**src/rtl/tcrs_pkg.sv**
```systemverilog
// Constants shared by the touch controller reset/start-up sequencer ends.
// Assumes a single 125 MHz system clock and synchronous pin inputs.
// Summary of operation
// Device boots itself from internal power-on reset.
// Host holds reset low while supplies ramp.
// Host reset pulse lasts at least 90 ns.
// Ready 135 to 450 ms after release.
// No init or talk while supply absent; the code lets self test run on and finish into ready without supplies.
// Late analog supply: host sends reset command.
// Reset command: ready within 165-480 ms.
// Reset flag set after every reset cycle.
// Assert both pending lines when reset completes; the code drives the serial line only when configured.
// Pending lines float about 100 ms at start.
// Run self tests at power-on if enabled.
// Late io supply: host leaves lines undriven.
// Pulled-up start: drive pending low when ready.
// Host keeps a connection to reset line.
// Host resets only through reset line.
// Host waits for pending or timeout first.
// Device ignores bus requests before ready.
package tcrs_pkg;
   localparam int unsigned CLK_MHZ = 125;
   localparam int unsigned CLK_PERIOD_NS = 8;
   localparam int unsigned RST_MIN_NS = 90;
   localparam int unsigned RST_MIN_CYC = (RST_MIN_NS + CLK_PERIOD_NS - 1) / CLK_PERIOD_NS;
   localparam int unsigned HW_READY_MIN_MS = 135;
   localparam int unsigned HW_READY_MAX_MS = 450;
   localparam int unsigned SW_READY_MIN_MS = 165;
   localparam int unsigned SW_READY_MAX_MS = 480;
   localparam int unsigned FLOAT_MS = 100;
   localparam int unsigned CYC_PER_MS = CLK_MHZ * 1000;
   localparam int unsigned HW_READY_CYC = HW_READY_MIN_MS * CYC_PER_MS;
   localparam int unsigned HW_READY_MAX_CYC = HW_READY_MAX_MS * CYC_PER_MS;
   localparam int unsigned SW_READY_CYC = SW_READY_MIN_MS * CYC_PER_MS;
   localparam int unsigned SW_READY_MAX_CYC = SW_READY_MAX_MS * CYC_PER_MS;
   localparam int unsigned FLOAT_CYC = FLOAT_MS * CYC_PER_MS;
   localparam int unsigned SELFTEST_CYC = 1000;
   localparam int CNT_W = 32;
   typedef enum logic [2:0]
   {
      TCRS_OFF = 3'b000,
      TCRS_FLOAT = 3'b001,
      TCRS_INIT = 3'b011,
      TCRS_TEST = 3'b010,
      TCRS_READY = 3'b110
   } tcrs_dev_e;
   typedef enum logic [1:0]
   {
      TCRS_H_PULSE = 2'b00,
      TCRS_H_WAIT = 2'b01,
      TCRS_H_UP = 2'b11
   } tcrs_host_e;
endpackage

```
**src/rtl/tcrs_if.sv**
```systemverilog
// Pins between the host and the touch controller reset sequencer.
// Assumes the bench resolves the open-drain wires from the enables.
`timescale 1ns/1ps
interface tcrs_if;
   logic reset_n_o;
   logic reset_n_oe;
   logic reset_n_i;
   logic twowire_o;
   logic twowire_oe;
   logic twowire_i;
   logic serial_o;
   logic serial_oe;
   logic serial_i;
   logic bus_req;
   logic bus_ack;
   logic sw_reset_cmd;
   modport dev
   (
      input reset_n_i, twowire_i, serial_i, bus_req, sw_reset_cmd,
      output twowire_o, twowire_oe, serial_o, serial_oe, bus_ack
   );
   modport host
   (
      input twowire_i, serial_i, bus_ack,
      output reset_n_o, reset_n_oe, bus_req, sw_reset_cmd
   );
endinterface

```
**src/rtl/tcrs_device.sv**
```systemverilog
// Device end: power-on/reset sequencer driving the message-pending lines.
// Assumes supplies-good inputs are synchronous and host keeps its rules.
`timescale 1ns/1ps
module tcrs_device
   import tcrs_pkg::*;
#(
   parameter int unsigned HW_READY = HW_READY_CYC,
   parameter int unsigned SW_READY = SW_READY_CYC,
   parameter int unsigned FLOAT_TIME = FLOAT_CYC,
   parameter int unsigned TEST_TIME = SELFTEST_CYC
)
(
   input wire logic i_sys_clk,      // System clock
   input wire logic i_reset_n,      // Internal power-on reset
   input wire logic i_supplies_ok,  // All supplies nominal
   input wire logic i_selftest_en,  // Self test at power-on
   input wire logic i_serial_used,  // Serial pending line configured
   input wire logic i_flag_clear,   // Host read the reset message
   output logic o_ready,            // Initialization complete
   output logic o_reset_flag,       // Reset message flag
   output logic o_selftest_busy,    // Self tests running
   tcrs_if.dev pins                 // Link pins
);
   // ****************************************
   // Sequencer state
   // ****************************************

   // Sequencer registers and phase events
   tcrs_dev_e state_ff;
   tcrs_dev_e nxt_state;
   logic [CNT_W-1:0] cnt_ff;
   logic [CNT_W-1:0] wait_ff;
   logic power_on_ff;
   logic restart;
   logic done;
   logic phase_change;
   logic count_en;
   logic enter_ready;
   logic [1:0] line_used;
   logic [1:0] line_oe;

   // ****************************************
   // Restart and phase events
   // ****************************************

   // Reset pin low or a reset command restarts the sequence
   assign restart = !pins.reset_n_i || pins.sw_reset_cmd;

   // Initialization ends when the chosen ready delay is counted out
   assign done = (cnt_ff >= wait_ff);

   // Any state change restarts the phase counter
   assign phase_change = (nxt_state != state_ff);

   // Counting stalls while supplies are absent, except in self test
   assign count_en = (state_ff == TCRS_TEST) || (i_supplies_ok && state_ff != TCRS_READY);

   // Last step into ready, the moment the reset cycle completes
   assign enter_ready = (state_ff != TCRS_READY) && (nxt_state == TCRS_READY);

   // ****************************************
   // Next state
   // ****************************************

   // Supplies gate every step except leaving self test; a restart overrides all
   always_comb
   begin
      nxt_state = state_ff;
      unique case (state_ff)
         TCRS_OFF:
         begin
            if (i_supplies_ok)
               nxt_state = TCRS_FLOAT;
         end
         TCRS_FLOAT:
         begin
            if (cnt_ff >= CNT_W'(FLOAT_TIME))
               nxt_state = TCRS_INIT;
         end
         TCRS_INIT:
         begin
            if (!i_supplies_ok)
               nxt_state = TCRS_INIT;
            else if (done && power_on_ff && i_selftest_en)
               nxt_state = TCRS_TEST;
            else if (done)
               nxt_state = TCRS_READY;
         end
         TCRS_TEST:
         begin
            if (cnt_ff >= CNT_W'(TEST_TIME))
               nxt_state = TCRS_READY;
         end
         TCRS_READY:
         begin
            nxt_state = TCRS_READY;
         end
         default:
         begin
            nxt_state = TCRS_OFF;
         end
      endcase

      // Restart overrides every step
      if (restart)
         nxt_state = TCRS_OFF;
   end

   // ****************************************
   // State and phase counter
   // ****************************************

   // State register
   always_ff @(posedge i_sys_clk or negedge i_reset_n)
   begin
      if (!i_reset_n)
         state_ff <= TCRS_OFF;
      else
         state_ff <= nxt_state;
   end

   // Phase counter, restarts on each state change
   always_ff @(posedge i_sys_clk or negedge i_reset_n)
   begin
      if (!i_reset_n)
         cnt_ff <= '0;
      else if (phase_change)
         cnt_ff <= '0;
      else if (count_en)
         cnt_ff <= cnt_ff + 1'b1;
   end

   // ****************************************
   // Ready delay and power-on marker
   // ****************************************

   // Ready delay chosen by cause of reset
   always_ff @(posedge i_sys_clk or negedge i_reset_n)
   begin
      if (!i_reset_n)
         wait_ff <= CNT_W'(HW_READY);
      else if (pins.sw_reset_cmd)
         wait_ff <= CNT_W'(SW_READY);
      else if (!pins.reset_n_i)
         wait_ff <= CNT_W'(HW_READY);
   end

   // Power-on marker for self tests; cleared once ready
   always_ff @(posedge i_sys_clk or negedge i_reset_n)
   begin
      if (!i_reset_n)
         power_on_ff <= 1'b1;
      else if (state_ff == TCRS_READY)
         power_on_ff <= 1'b0;
   end

   // ****************************************
   // Reset flag
   // ****************************************

   // Set on completion wins over a host clear in the same cycle
   always_ff @(posedge i_sys_clk or negedge i_reset_n)
   begin
      if (!i_reset_n)
         o_reset_flag <= 1'b0;
      else if (enter_ready)
         o_reset_flag <= 1'b1;
      else if (i_flag_clear)
         o_reset_flag <= 1'b0;
   end

   // ****************************************
   // Status outputs
   // ****************************************

   // Status follows the sequencer state
   assign o_ready = (state_ff == TCRS_READY);
   assign o_selftest_busy = (state_ff == TCRS_TEST);

   // ****************************************
   // Message-pending lines
   // ****************************************

   // Two-wire line always in use, serial line only when configured
   assign line_used = {i_serial_used, 1'b1};

   // One open-drain enable per line, on while a message waits
   for (genvar g = 0; g < $bits(line_oe); g++)
   begin : g_line
      assign line_oe[g] = o_ready && o_reset_flag && line_used[g];
   end

   // Lines are only ever pulled low, never driven high
   always_comb
   begin
      pins.twowire_o = 1'b0;
      pins.serial_o = 1'b0;
      pins.twowire_oe = line_oe[0];
      pins.serial_oe = line_oe[1];
   end

   // ****************************************
   // Bus gate
   // ****************************************

   // Host requests are answered only once ready
   assign pins.bus_ack = o_ready && pins.bus_req;
endmodule

```
**src/flat_wrapper.sv**
```systemverilog
// flat-port wrapper written by rule: the top's interface ports become plain ports
module tcrs_device_flat import tcrs_pkg::*;
#(
   parameter int unsigned HW_READY = HW_READY_CYC,
   parameter int unsigned SW_READY = SW_READY_CYC,
   parameter int unsigned FLOAT_TIME = FLOAT_CYC,
   parameter int unsigned TEST_TIME = SELFTEST_CYC
)
  (i_sys_clk, i_reset_n, i_supplies_ok, i_selftest_en, i_serial_used, i_flag_clear, o_ready, o_reset_flag, o_selftest_busy, pins_reset_n_i, pins_twowire_i, pins_serial_i, pins_bus_req, pins_sw_reset_cmd, pins_twowire_o, pins_twowire_oe, pins_serial_o, pins_serial_oe, pins_bus_ack);
  tcrs_if pins_i ();
  input wire logic i_sys_clk;
  input wire logic i_reset_n;
  input wire logic i_supplies_ok;
  input wire logic i_selftest_en;
  input wire logic i_serial_used;
  input wire logic i_flag_clear;
  output logic o_ready;
  output logic o_reset_flag;
  output logic o_selftest_busy;
  input wire logic [$bits(pins_i.reset_n_i)-1:0] pins_reset_n_i;
  input wire logic [$bits(pins_i.twowire_i)-1:0] pins_twowire_i;
  input wire logic [$bits(pins_i.serial_i)-1:0] pins_serial_i;
  input wire logic [$bits(pins_i.bus_req)-1:0] pins_bus_req;
  input wire logic [$bits(pins_i.sw_reset_cmd)-1:0] pins_sw_reset_cmd;
  output wire logic [$bits(pins_i.twowire_o)-1:0] pins_twowire_o;
  output wire logic [$bits(pins_i.twowire_oe)-1:0] pins_twowire_oe;
  output wire logic [$bits(pins_i.serial_o)-1:0] pins_serial_o;
  output wire logic [$bits(pins_i.serial_oe)-1:0] pins_serial_oe;
  output wire logic [$bits(pins_i.bus_ack)-1:0] pins_bus_ack;
  assign pins_i.reset_n_i = pins_reset_n_i;
  assign pins_i.twowire_i = pins_twowire_i;
  assign pins_i.serial_i = pins_serial_i;
  assign pins_i.bus_req = pins_bus_req;
  assign pins_i.sw_reset_cmd = pins_sw_reset_cmd;
  assign pins_twowire_o = pins_i.twowire_o;
  assign pins_twowire_oe = pins_i.twowire_oe;
  assign pins_serial_o = pins_i.serial_o;
  assign pins_serial_oe = pins_i.serial_oe;
  assign pins_bus_ack = pins_i.bus_ack;
  tcrs_device #(.HW_READY(HW_READY), .SW_READY(SW_READY), .FLOAT_TIME(FLOAT_TIME), .TEST_TIME(TEST_TIME)) u_core (.i_sys_clk(i_sys_clk), .i_reset_n(i_reset_n), .i_supplies_ok(i_supplies_ok), .i_selftest_en(i_selftest_en), .i_serial_used(i_serial_used), .i_flag_clear(i_flag_clear), .o_ready(o_ready), .o_reset_flag(o_reset_flag), .o_selftest_busy(o_selftest_busy), .pins(pins_i));
endmodule
```
**config.mk**
```make
export PLATFORM = sky130hd
export DESIGN_NAME = tcrs_device_flat
export DESIGN_NICKNAME = d
export VERILOG_FILES = /design/src/rtl/tcrs_pkg.sv /design/src/rtl/tcrs_if.sv /design/src/rtl/tcrs_device.sv /design/src/flat_wrapper.sv
export SDC_FILE = /design/constraint.sdc
export NUM_CORES = 1
export LEC_CHECK = 0
export CORE_UTILIZATION = 60
export DETAILED_ROUTE_END_ITERATION = 8
export DONT_BUFFER_PORTS = 1
export GPL_TIMING_DRIVEN = 0
export PLACE_DENSITY = 0.76
export SETUP_SLACK_MARGIN = 0.02
export SLEW_MARGIN = 20
export SYNTH_ARGS = -nofsm -noshare
export SYNTH_HDL_FRONTEND = slang
export SYNTH_SLANG_ARGS = --single-unit
```
**constraint.sdc**
```tcl
create_clock -name i_sys_clk -period 3.45 [get_ports i_sys_clk]
set_clock_uncertainty 0.2 [all_clocks]
set_input_delay 0.69 -clock i_sys_clk [delete_from_list [all_inputs] [get_ports i_sys_clk]]
set_output_delay 0.69 -clock i_sys_clk [all_outputs]
set_load 0.01 [all_outputs]
```
-- Yosys cells after proc, flatten, opt, wreduce, memory -nomap -nowiden
Index checks and enable logic that the tools add are counted.
W data, S select, Z words.
- add/sub/neg operators: 1
- $lt $le $gt $ge: 3
- multiplexer cells: 14
- reduce and logical (&&, ||, !) cells: 13
- equality and inequality tests: 8
- operators by type and width (kind ; number):
    $mux W32 ; 4
    $add A32 B1 Y32 const B ; 1
    $ge A32 B10 Y1 const B ; 1
    $ge A32 B24 Y1 const B ; 1
    $ge A32 B32 Y1 ; 1
    $mux W3 ; 7
    $pmux W3 S5 ; 1
    $logic_and A1 B1 Y1 ; 7
    $eq A3 B2 Y1 const B ; 2
    $eq A3 B3 Y1 const B ; 2
    $reduce_bool A2 Y1 ; 2
    $eq A3 B1 Y1 const B ; 1
    $logic_not A3 Y1 ; 1
    $ne A3 B3 Y1 ; 1
    $ne A3 B3 Y1 const B ; 1
    $logic_or A1 B1 Y1 ; 2
    $mux W1 ; 2
    $ne A2 B1 Y1 const B ; 1
    $logic_not A1 Y1 ; 1
- register bits after elaboration: 69
- logic and storage cells: 44

-- Longest topological paths before layout
- word-level depth: 10
- gate-level depth with buffers: 9

-- Least setup slack after synthesis
OpenSTA, ideal clock, no wires.
- path kind: register to register
- start point: register u_core.wait_ff[16]
- end point: register u_core.cnt_ff[10]
- slack: 1.036 ns
- stages on the path, launching flop included: 10
- data required time: 3.119 ns
- arrival: 2.083 ns
- setup time: 0.131 ns
- cell sequence: dfstp_2 > inv_1 > ha_1 > nand2_1 > nor4_1 > o21ai_1 > a21o_2 > o211ai_2 > buf_2 > a211oi_2
- word-level cells in the longest chain between the ends: 9
- elaborated cells between the ends (all ways): 11
- those cells by class: 1 x order compare; 1 x eq/ne; 6 x mux; 3 x reduce/logical
- ends and longest elaborated chain (element ; line ; source):
    start, declared ; tcrs_device.sv:32 ; logic [CNT_W-1:0] wait_ff;
    start signal, assigned ; tcrs_device.sv:141 ; wait_ff <= CNT_W'(HW_READY);
    start signal, assigned ; tcrs_device.sv:143 ; wait_ff <= CNT_W'(SW_READY);
    start signal, assigned ; tcrs_device.sv:145 ; wait_ff <= CNT_W'(HW_READY);
    $ge A32 B32 Y1 * ; tcrs_device.sv:50 ; assign done = (cnt_ff >= wait_ff);
    $logic_and A1 B1 Y1 (2 in series) ; tcrs_device.sv:84 ; else if (done && power_on_ff && i_selftest_en)
    $mux W3 * ; tcrs_device.sv:84 ;
    $mux W3 * ; tcrs_device.sv:82 ; if (!i_supplies_ok)
    $pmux W3 S5 * ; tcrs_device.sv:69 ; unique case (state_ff)
    $mux W3 * ; tcrs_device.sv:105 ; if (restart)
    $ne A3 B3 Y1 * ; tcrs_device.sv:53 ; assign phase_change = (nxt_state != state_ff);
    $mux W32 or $reduce_bool A2 Y1 (tied branches) ; - ;
    end signal, assigned ; tcrs_device.sv:130 ; cnt_ff <= cnt_ff + 1'b1;
    end, declared ; tcrs_device.sv:31 ; logic [CNT_W-1:0] cnt_ff;
Every way passes the cells marked *; elsewhere a longest branch is shown, timed or not.
A chain may end at the register's enable or synchronous reset.

-- Worst setup path after layout
- start point: register u_core.wait_ff[16]
- end point: register u_core.cnt_ff[21]
The elaborated chain is that of the path after synthesis.

==> insert_results.sql <==
INSERT INTO impl_metrics (metric_group, metric, value, unit) VALUES
('critical_path', 'cpMaxStageDelayCell', 'sky130_fd_sc_hd__dfstp_2', ''),
('placement', 'placement.cell_area', '2942', 'um2'),
('placement', 'port-buffer-count', '0', ''),
('clock_tree', 'ctsRootBufferMaster', 'sky130_fd_sc_hd__clkbuf_8', ''),
('sta', 'final.setup.tns', '0', 'ns'),
('global_route', 'global_route_wire_length_before_repair', '10520', 'um'),
('pwr', 'ir_worst_vdd', '264.1', 'uV'),
('pwr', 'cellLeakagePower', '1.242', 'nW'),
('cells_and_area', 'final_cell_mix', 'sky130_fd_sc_hd__dfrtp_1 (37), sky130_fd_sc_hd__a211oi_2 (30), sky130_fd_sc_hd__xnor2_1 (20), sky130_fd_sc_hd__nand3_1 (15)', ''),
('critical_path', 'critical_path.max_fanout', '10', ''),
('cells_and_area', 'final_core_util', '68.43', '%'),
('drt', 'drt_iter0_markers', '110', ''),
('pwr', 'report.power.total', '959.0', 'uW'),
('placement', 'dp.cells', '335', ''),
('sta', 'setup-violations-final', '0', ''),
('critical_path', 'timing.critical_path.from', 'u_core.wait_ff[16]', ''),
('critical_path', 'setup.worst_path.start_class', 'flop', ''),
('drt', 'drt_pre_antenna_iters', '8', ''),
('synthesis', 'number_of_enable_type_register_cells_in_the_synthesized_netlist', '0', ''),
('synthesis', 'synth.yosys.seq_area_share', '34.06', '%'),
('pwr', 'power.internal', '707.3', 'uW'),
('cells_and_area', 'mostFrequentLayoutCell', 'sky130_fd_sc_hd__dfrtp_1', ''),
('clock_tree', 'cts_tree', 'built', ''),
('sta', 'post-route-min-period', '2.804', 'ns'),
('critical_path', 'worstPathRequired', '3.41', 'ns'),
('cells_and_area', 'area.growth.synth_to_final', '6.577', '%'),
('global_route', 'first_global_vias', '2228', ''),
('pwr', 'power_switching_share', '26.25', '%'),
('drt', 'wl', '6014', 'um'),
('critical_path', 'path_buf_inv', '2', ''),
('floorplan', 'floorplan.die_area', '5069', 'um2'),
('drt', 'antenna_violation_net_count_after_detailed_routing', '0', ''),
('status', 'failed_checks', 'design-rule violations', ''),
('min_path', 'holdCritPathClass', 'in -> async', ''),
('drt', 'via_per_inst', '6.317', ''),
('placement', 'post-place-ws', '0.6675', 'ns'),
('synthesis', 'post_synth_num_cell_types', '53', ''),
('cells_and_area', 'diodes', '0', ''),
('synthesis', 'async_flop_share', '100.0', '%'),
('critical_path', 'worst_r2r_startpoint', 'u_core.wait_ff[16]', ''),
('sta', 'number_of_slew_limit_violations_in_the_final_report', '0', ''),
('critical_path', 'series_of_cell_instances_along_the_critical_path', 'inv_1 -> ha_1 -> nand4_1 -> a211oi_1 -> o21ai_1 -> a21o_2 -> o211ai_2 -> buf_2 -> a211oi_2', ''),
('floorplan', 'die_h', '71.20', 'um'),
('cells_and_area', 'postLayoutCellArea', '3062', 'um2'),
('sta', 'hold_violations', '0', ''),
('status', 'result_of_the_run', 'finished, violations left', ''),
('synthesis', 'yosys_register_bits', '39', ''),
('sta', 'finalCritPeriodShare', '81.28', '%'),
('global_route', 'grt_start_max_net_pins', '38', ''),
('drt', 'remaining_drc_errors', '2', ''),
('pwr', 'netSwitchingPower', '251.7', 'uW'),
('critical_path', 'critical-path-top-delay-family', 'compound AO/OA/AOI/OAI gates', ''),
('global_route', 'grt_usage', '26.67', '%'),
('critical_path', 'cpPeakStageDelay', '0.52', 'ns'),
('clock_tree', 'cts_made_buffers', '5', ''),
('synthesis', 'mappedNetlistArea', '2873', 'um2'),
('pwr', 'power_per_standard_cell_area', '313.2', 'nW/um2'),
('floorplan', 'floorplan.rows', '24', ''),
('placement', 'gp_congestion', '0.8301', ''),
('clock_tree', 'clk_pin_slew', '0.08', 'ns'),
('floorplan', 'die_x', '71.20', 'um'),
('critical_path', 'setup.worst_path.class', 'reg -> reg', ''),
('synthesis', 'dominantRegCellSynth', 'sky130_fd_sc_hd__dfrtp_1', ''),
('cells_and_area', 'cell_count_final_fillers_out', '344', ''),
('floorplan', 'initial_core_util', '64.21', '%'),
('clock_tree', 'clock_path_buffers', '2', ''),
('cells_and_area', 'fillers', '358', ''),
('clock_tree', 'clock_sink_count', '39', ''),
('synthesis', 'synth-warning-count', '0', ''),
('critical_path', 'worstPathArrival', '2.76', 'ns'),
('clock_tree', 'clkLatencyLatePin', '0.29', 'ns');
## worst paths after layout
check	to	slack, ns	cells past startpoint
worst max-delay path	u_core.cnt_ff[21]	0.65	9
worst min-delay path	u_core.state_ff[2]	0.03	1
worst max register to register	u_core.cnt_ff[21]	0.65	9
worst min register to register	u_core.wait_ff[20]	0.29	1
max in group asynchronous	u_core.wait_ff[20]	2.81	1
min in group i_sys_clk	u_core.wait_ff[16]	0.22	1
## power by group through the flow
stage	Clock (mW)	Combinational [mW]	Sequential [mW]
final	0.336	0.133	0.490
after global routing	0.362	0.150	0.493
after CTS	0.345	0.134	0.490
after detailed placement	0	0.122	0.499
after global placement	0	0.117	0.499
after floorplan	0	0.103	0.495
## area by class of cell
class	count	area, um2	area share [%]
tap	52	65.06	2.125
clock buffer	8	100.1	3.269
inverter	11	41.29	1.349
timing repair buffer	1	20.02	0.6539
sequential	39	978.4	31.96
multi-input combinational	213	1709	55.82
buffer	20	147.6	4.822
## kinds of logic (layout without fill, tap and decap cells)
logic type / after synthesis / after routing / synth area share (%)
buffers and inverters: 31 / 40 / 6.576
AO/OA/AOI/OAI: 63 / 63 / 21.60
flip-flops: 39 / 39 / 34.06
AND/OR/NAND/NOR: 103 / 103 / 22.08
XOR/XNOR: 31 / 31 / 9.451
other: 1 / 2 / 0.1305
adder cells (fa/ha/maj): 14 / 14 / 6.098
## Yosys cell counts, types with 2 or more instances
| library cell | number | share of area (%) |
|---|---|---|
| sky130_fd_sc_hd__o211ai_1 | 2 | 0.52 |
| sky130_fd_sc_hd__a21o_1 | 2 | 0.52 |
| sky130_fd_sc_hd__and4_1 | 3 | 0.91 |
| sky130_fd_sc_hd__inv_1 | 11 | 1.4 |
| sky130_fd_sc_hd__buf_4 | 4 | 1.0 |
| sky130_fd_sc_hd__nor2_1 | 12 | 1.6 |
| sky130_fd_sc_hd__a211oi_2 | 30 | 13 |
| sky130_fd_sc_hd__nor2b_1 | 2 | 0.44 |
| sky130_fd_sc_hd__nand2_1 | 14 | 1.8 |
| sky130_fd_sc_hd__buf_6 | 6 | 2.4 |
| sky130_fd_sc_hd__or2_2 | 3 | 0.65 |
| sky130_fd_sc_hd__nand4_4 | 2 | 1.5 |
| sky130_fd_sc_hd__o21ai_0 | 2 | 0.35 |
| sky130_fd_sc_hd__buf_2 | 9 | 1.6 |
| sky130_fd_sc_hd__dfstp_2 | 2 | 1.8 |
| sky130_fd_sc_hd__and2_1 | 3 | 0.65 |
| sky130_fd_sc_hd__nand2b_1 | 2 | 0.44 |
| sky130_fd_sc_hd__xor2_1 | 11 | 3.4 |
| sky130_fd_sc_hd__nor3_1 | 14 | 2.4 |
| sky130_fd_sc_hd__ha_1 | 14 | 6.1 |
| sky130_fd_sc_hd__dfrtp_1 | 37 | 32 |
| sky130_fd_sc_hd__xnor2_1 | 20 | 6.1 |
| sky130_fd_sc_hd__nand4_1 | 8 | 1.7 |
| sky130_fd_sc_hd__nand4b_1 | 2 | 0.61 |
| sky130_fd_sc_hd__a21oi_1 | 8 | 1.4 |
| sky130_fd_sc_hd__and3_1 | 7 | 1.5 |
| sky130_fd_sc_hd__nand3_1 | 15 | 2.6 |
| sky130_fd_sc_hd__a211oi_1 | 6 | 1.6 |
| sky130_fd_sc_hd__o21ai_1 | 2 | 0.35 |
| sky130_fd_sc_hd__nor4_1 | 5 | 1.1 |
| sky130_fd_sc_hd__nand3b_1 | 2 | 0.52 |
## registers in the layout, indices dropped and copies added (netlist names)
name,count
u_core.state_ff,3
u_core.o_reset_flag,1
u_core.power_on_ff,1
u_core.cnt_ff,32
u_core.wait_ff,2
## repair_timing
action,CTS,global route
endpoints found under the hold margin,37,0
hold buffers,1,0
buffers inserted,0,0
resized for setup,0,0
## worst reg2reg max path, delay by kind of cell, from the launching register on
| family | cells | cell delay, ns |
|---|---|---|
| buffers and inverters | 2 | 0.47 |
| and+or+nand+nor | 1 | 0.09 |
| DFF | 1 | 0.52 |
| adders and majority gates | 1 | 0.31 |
| AOI/OAI and AO/OA | 5 | 1.08 |
## routing by layer
metal	GRT usage, %	part of all wire (%)	vias to the layer above
met4	8.444	1.4	0
met1	34.89	46	1082
met5	0	0	-
met2	45.93	50	28
li1	-	-	1053
met3	3.419	2.4	10
No activity file was read; power rests on OpenSTA's default activity.
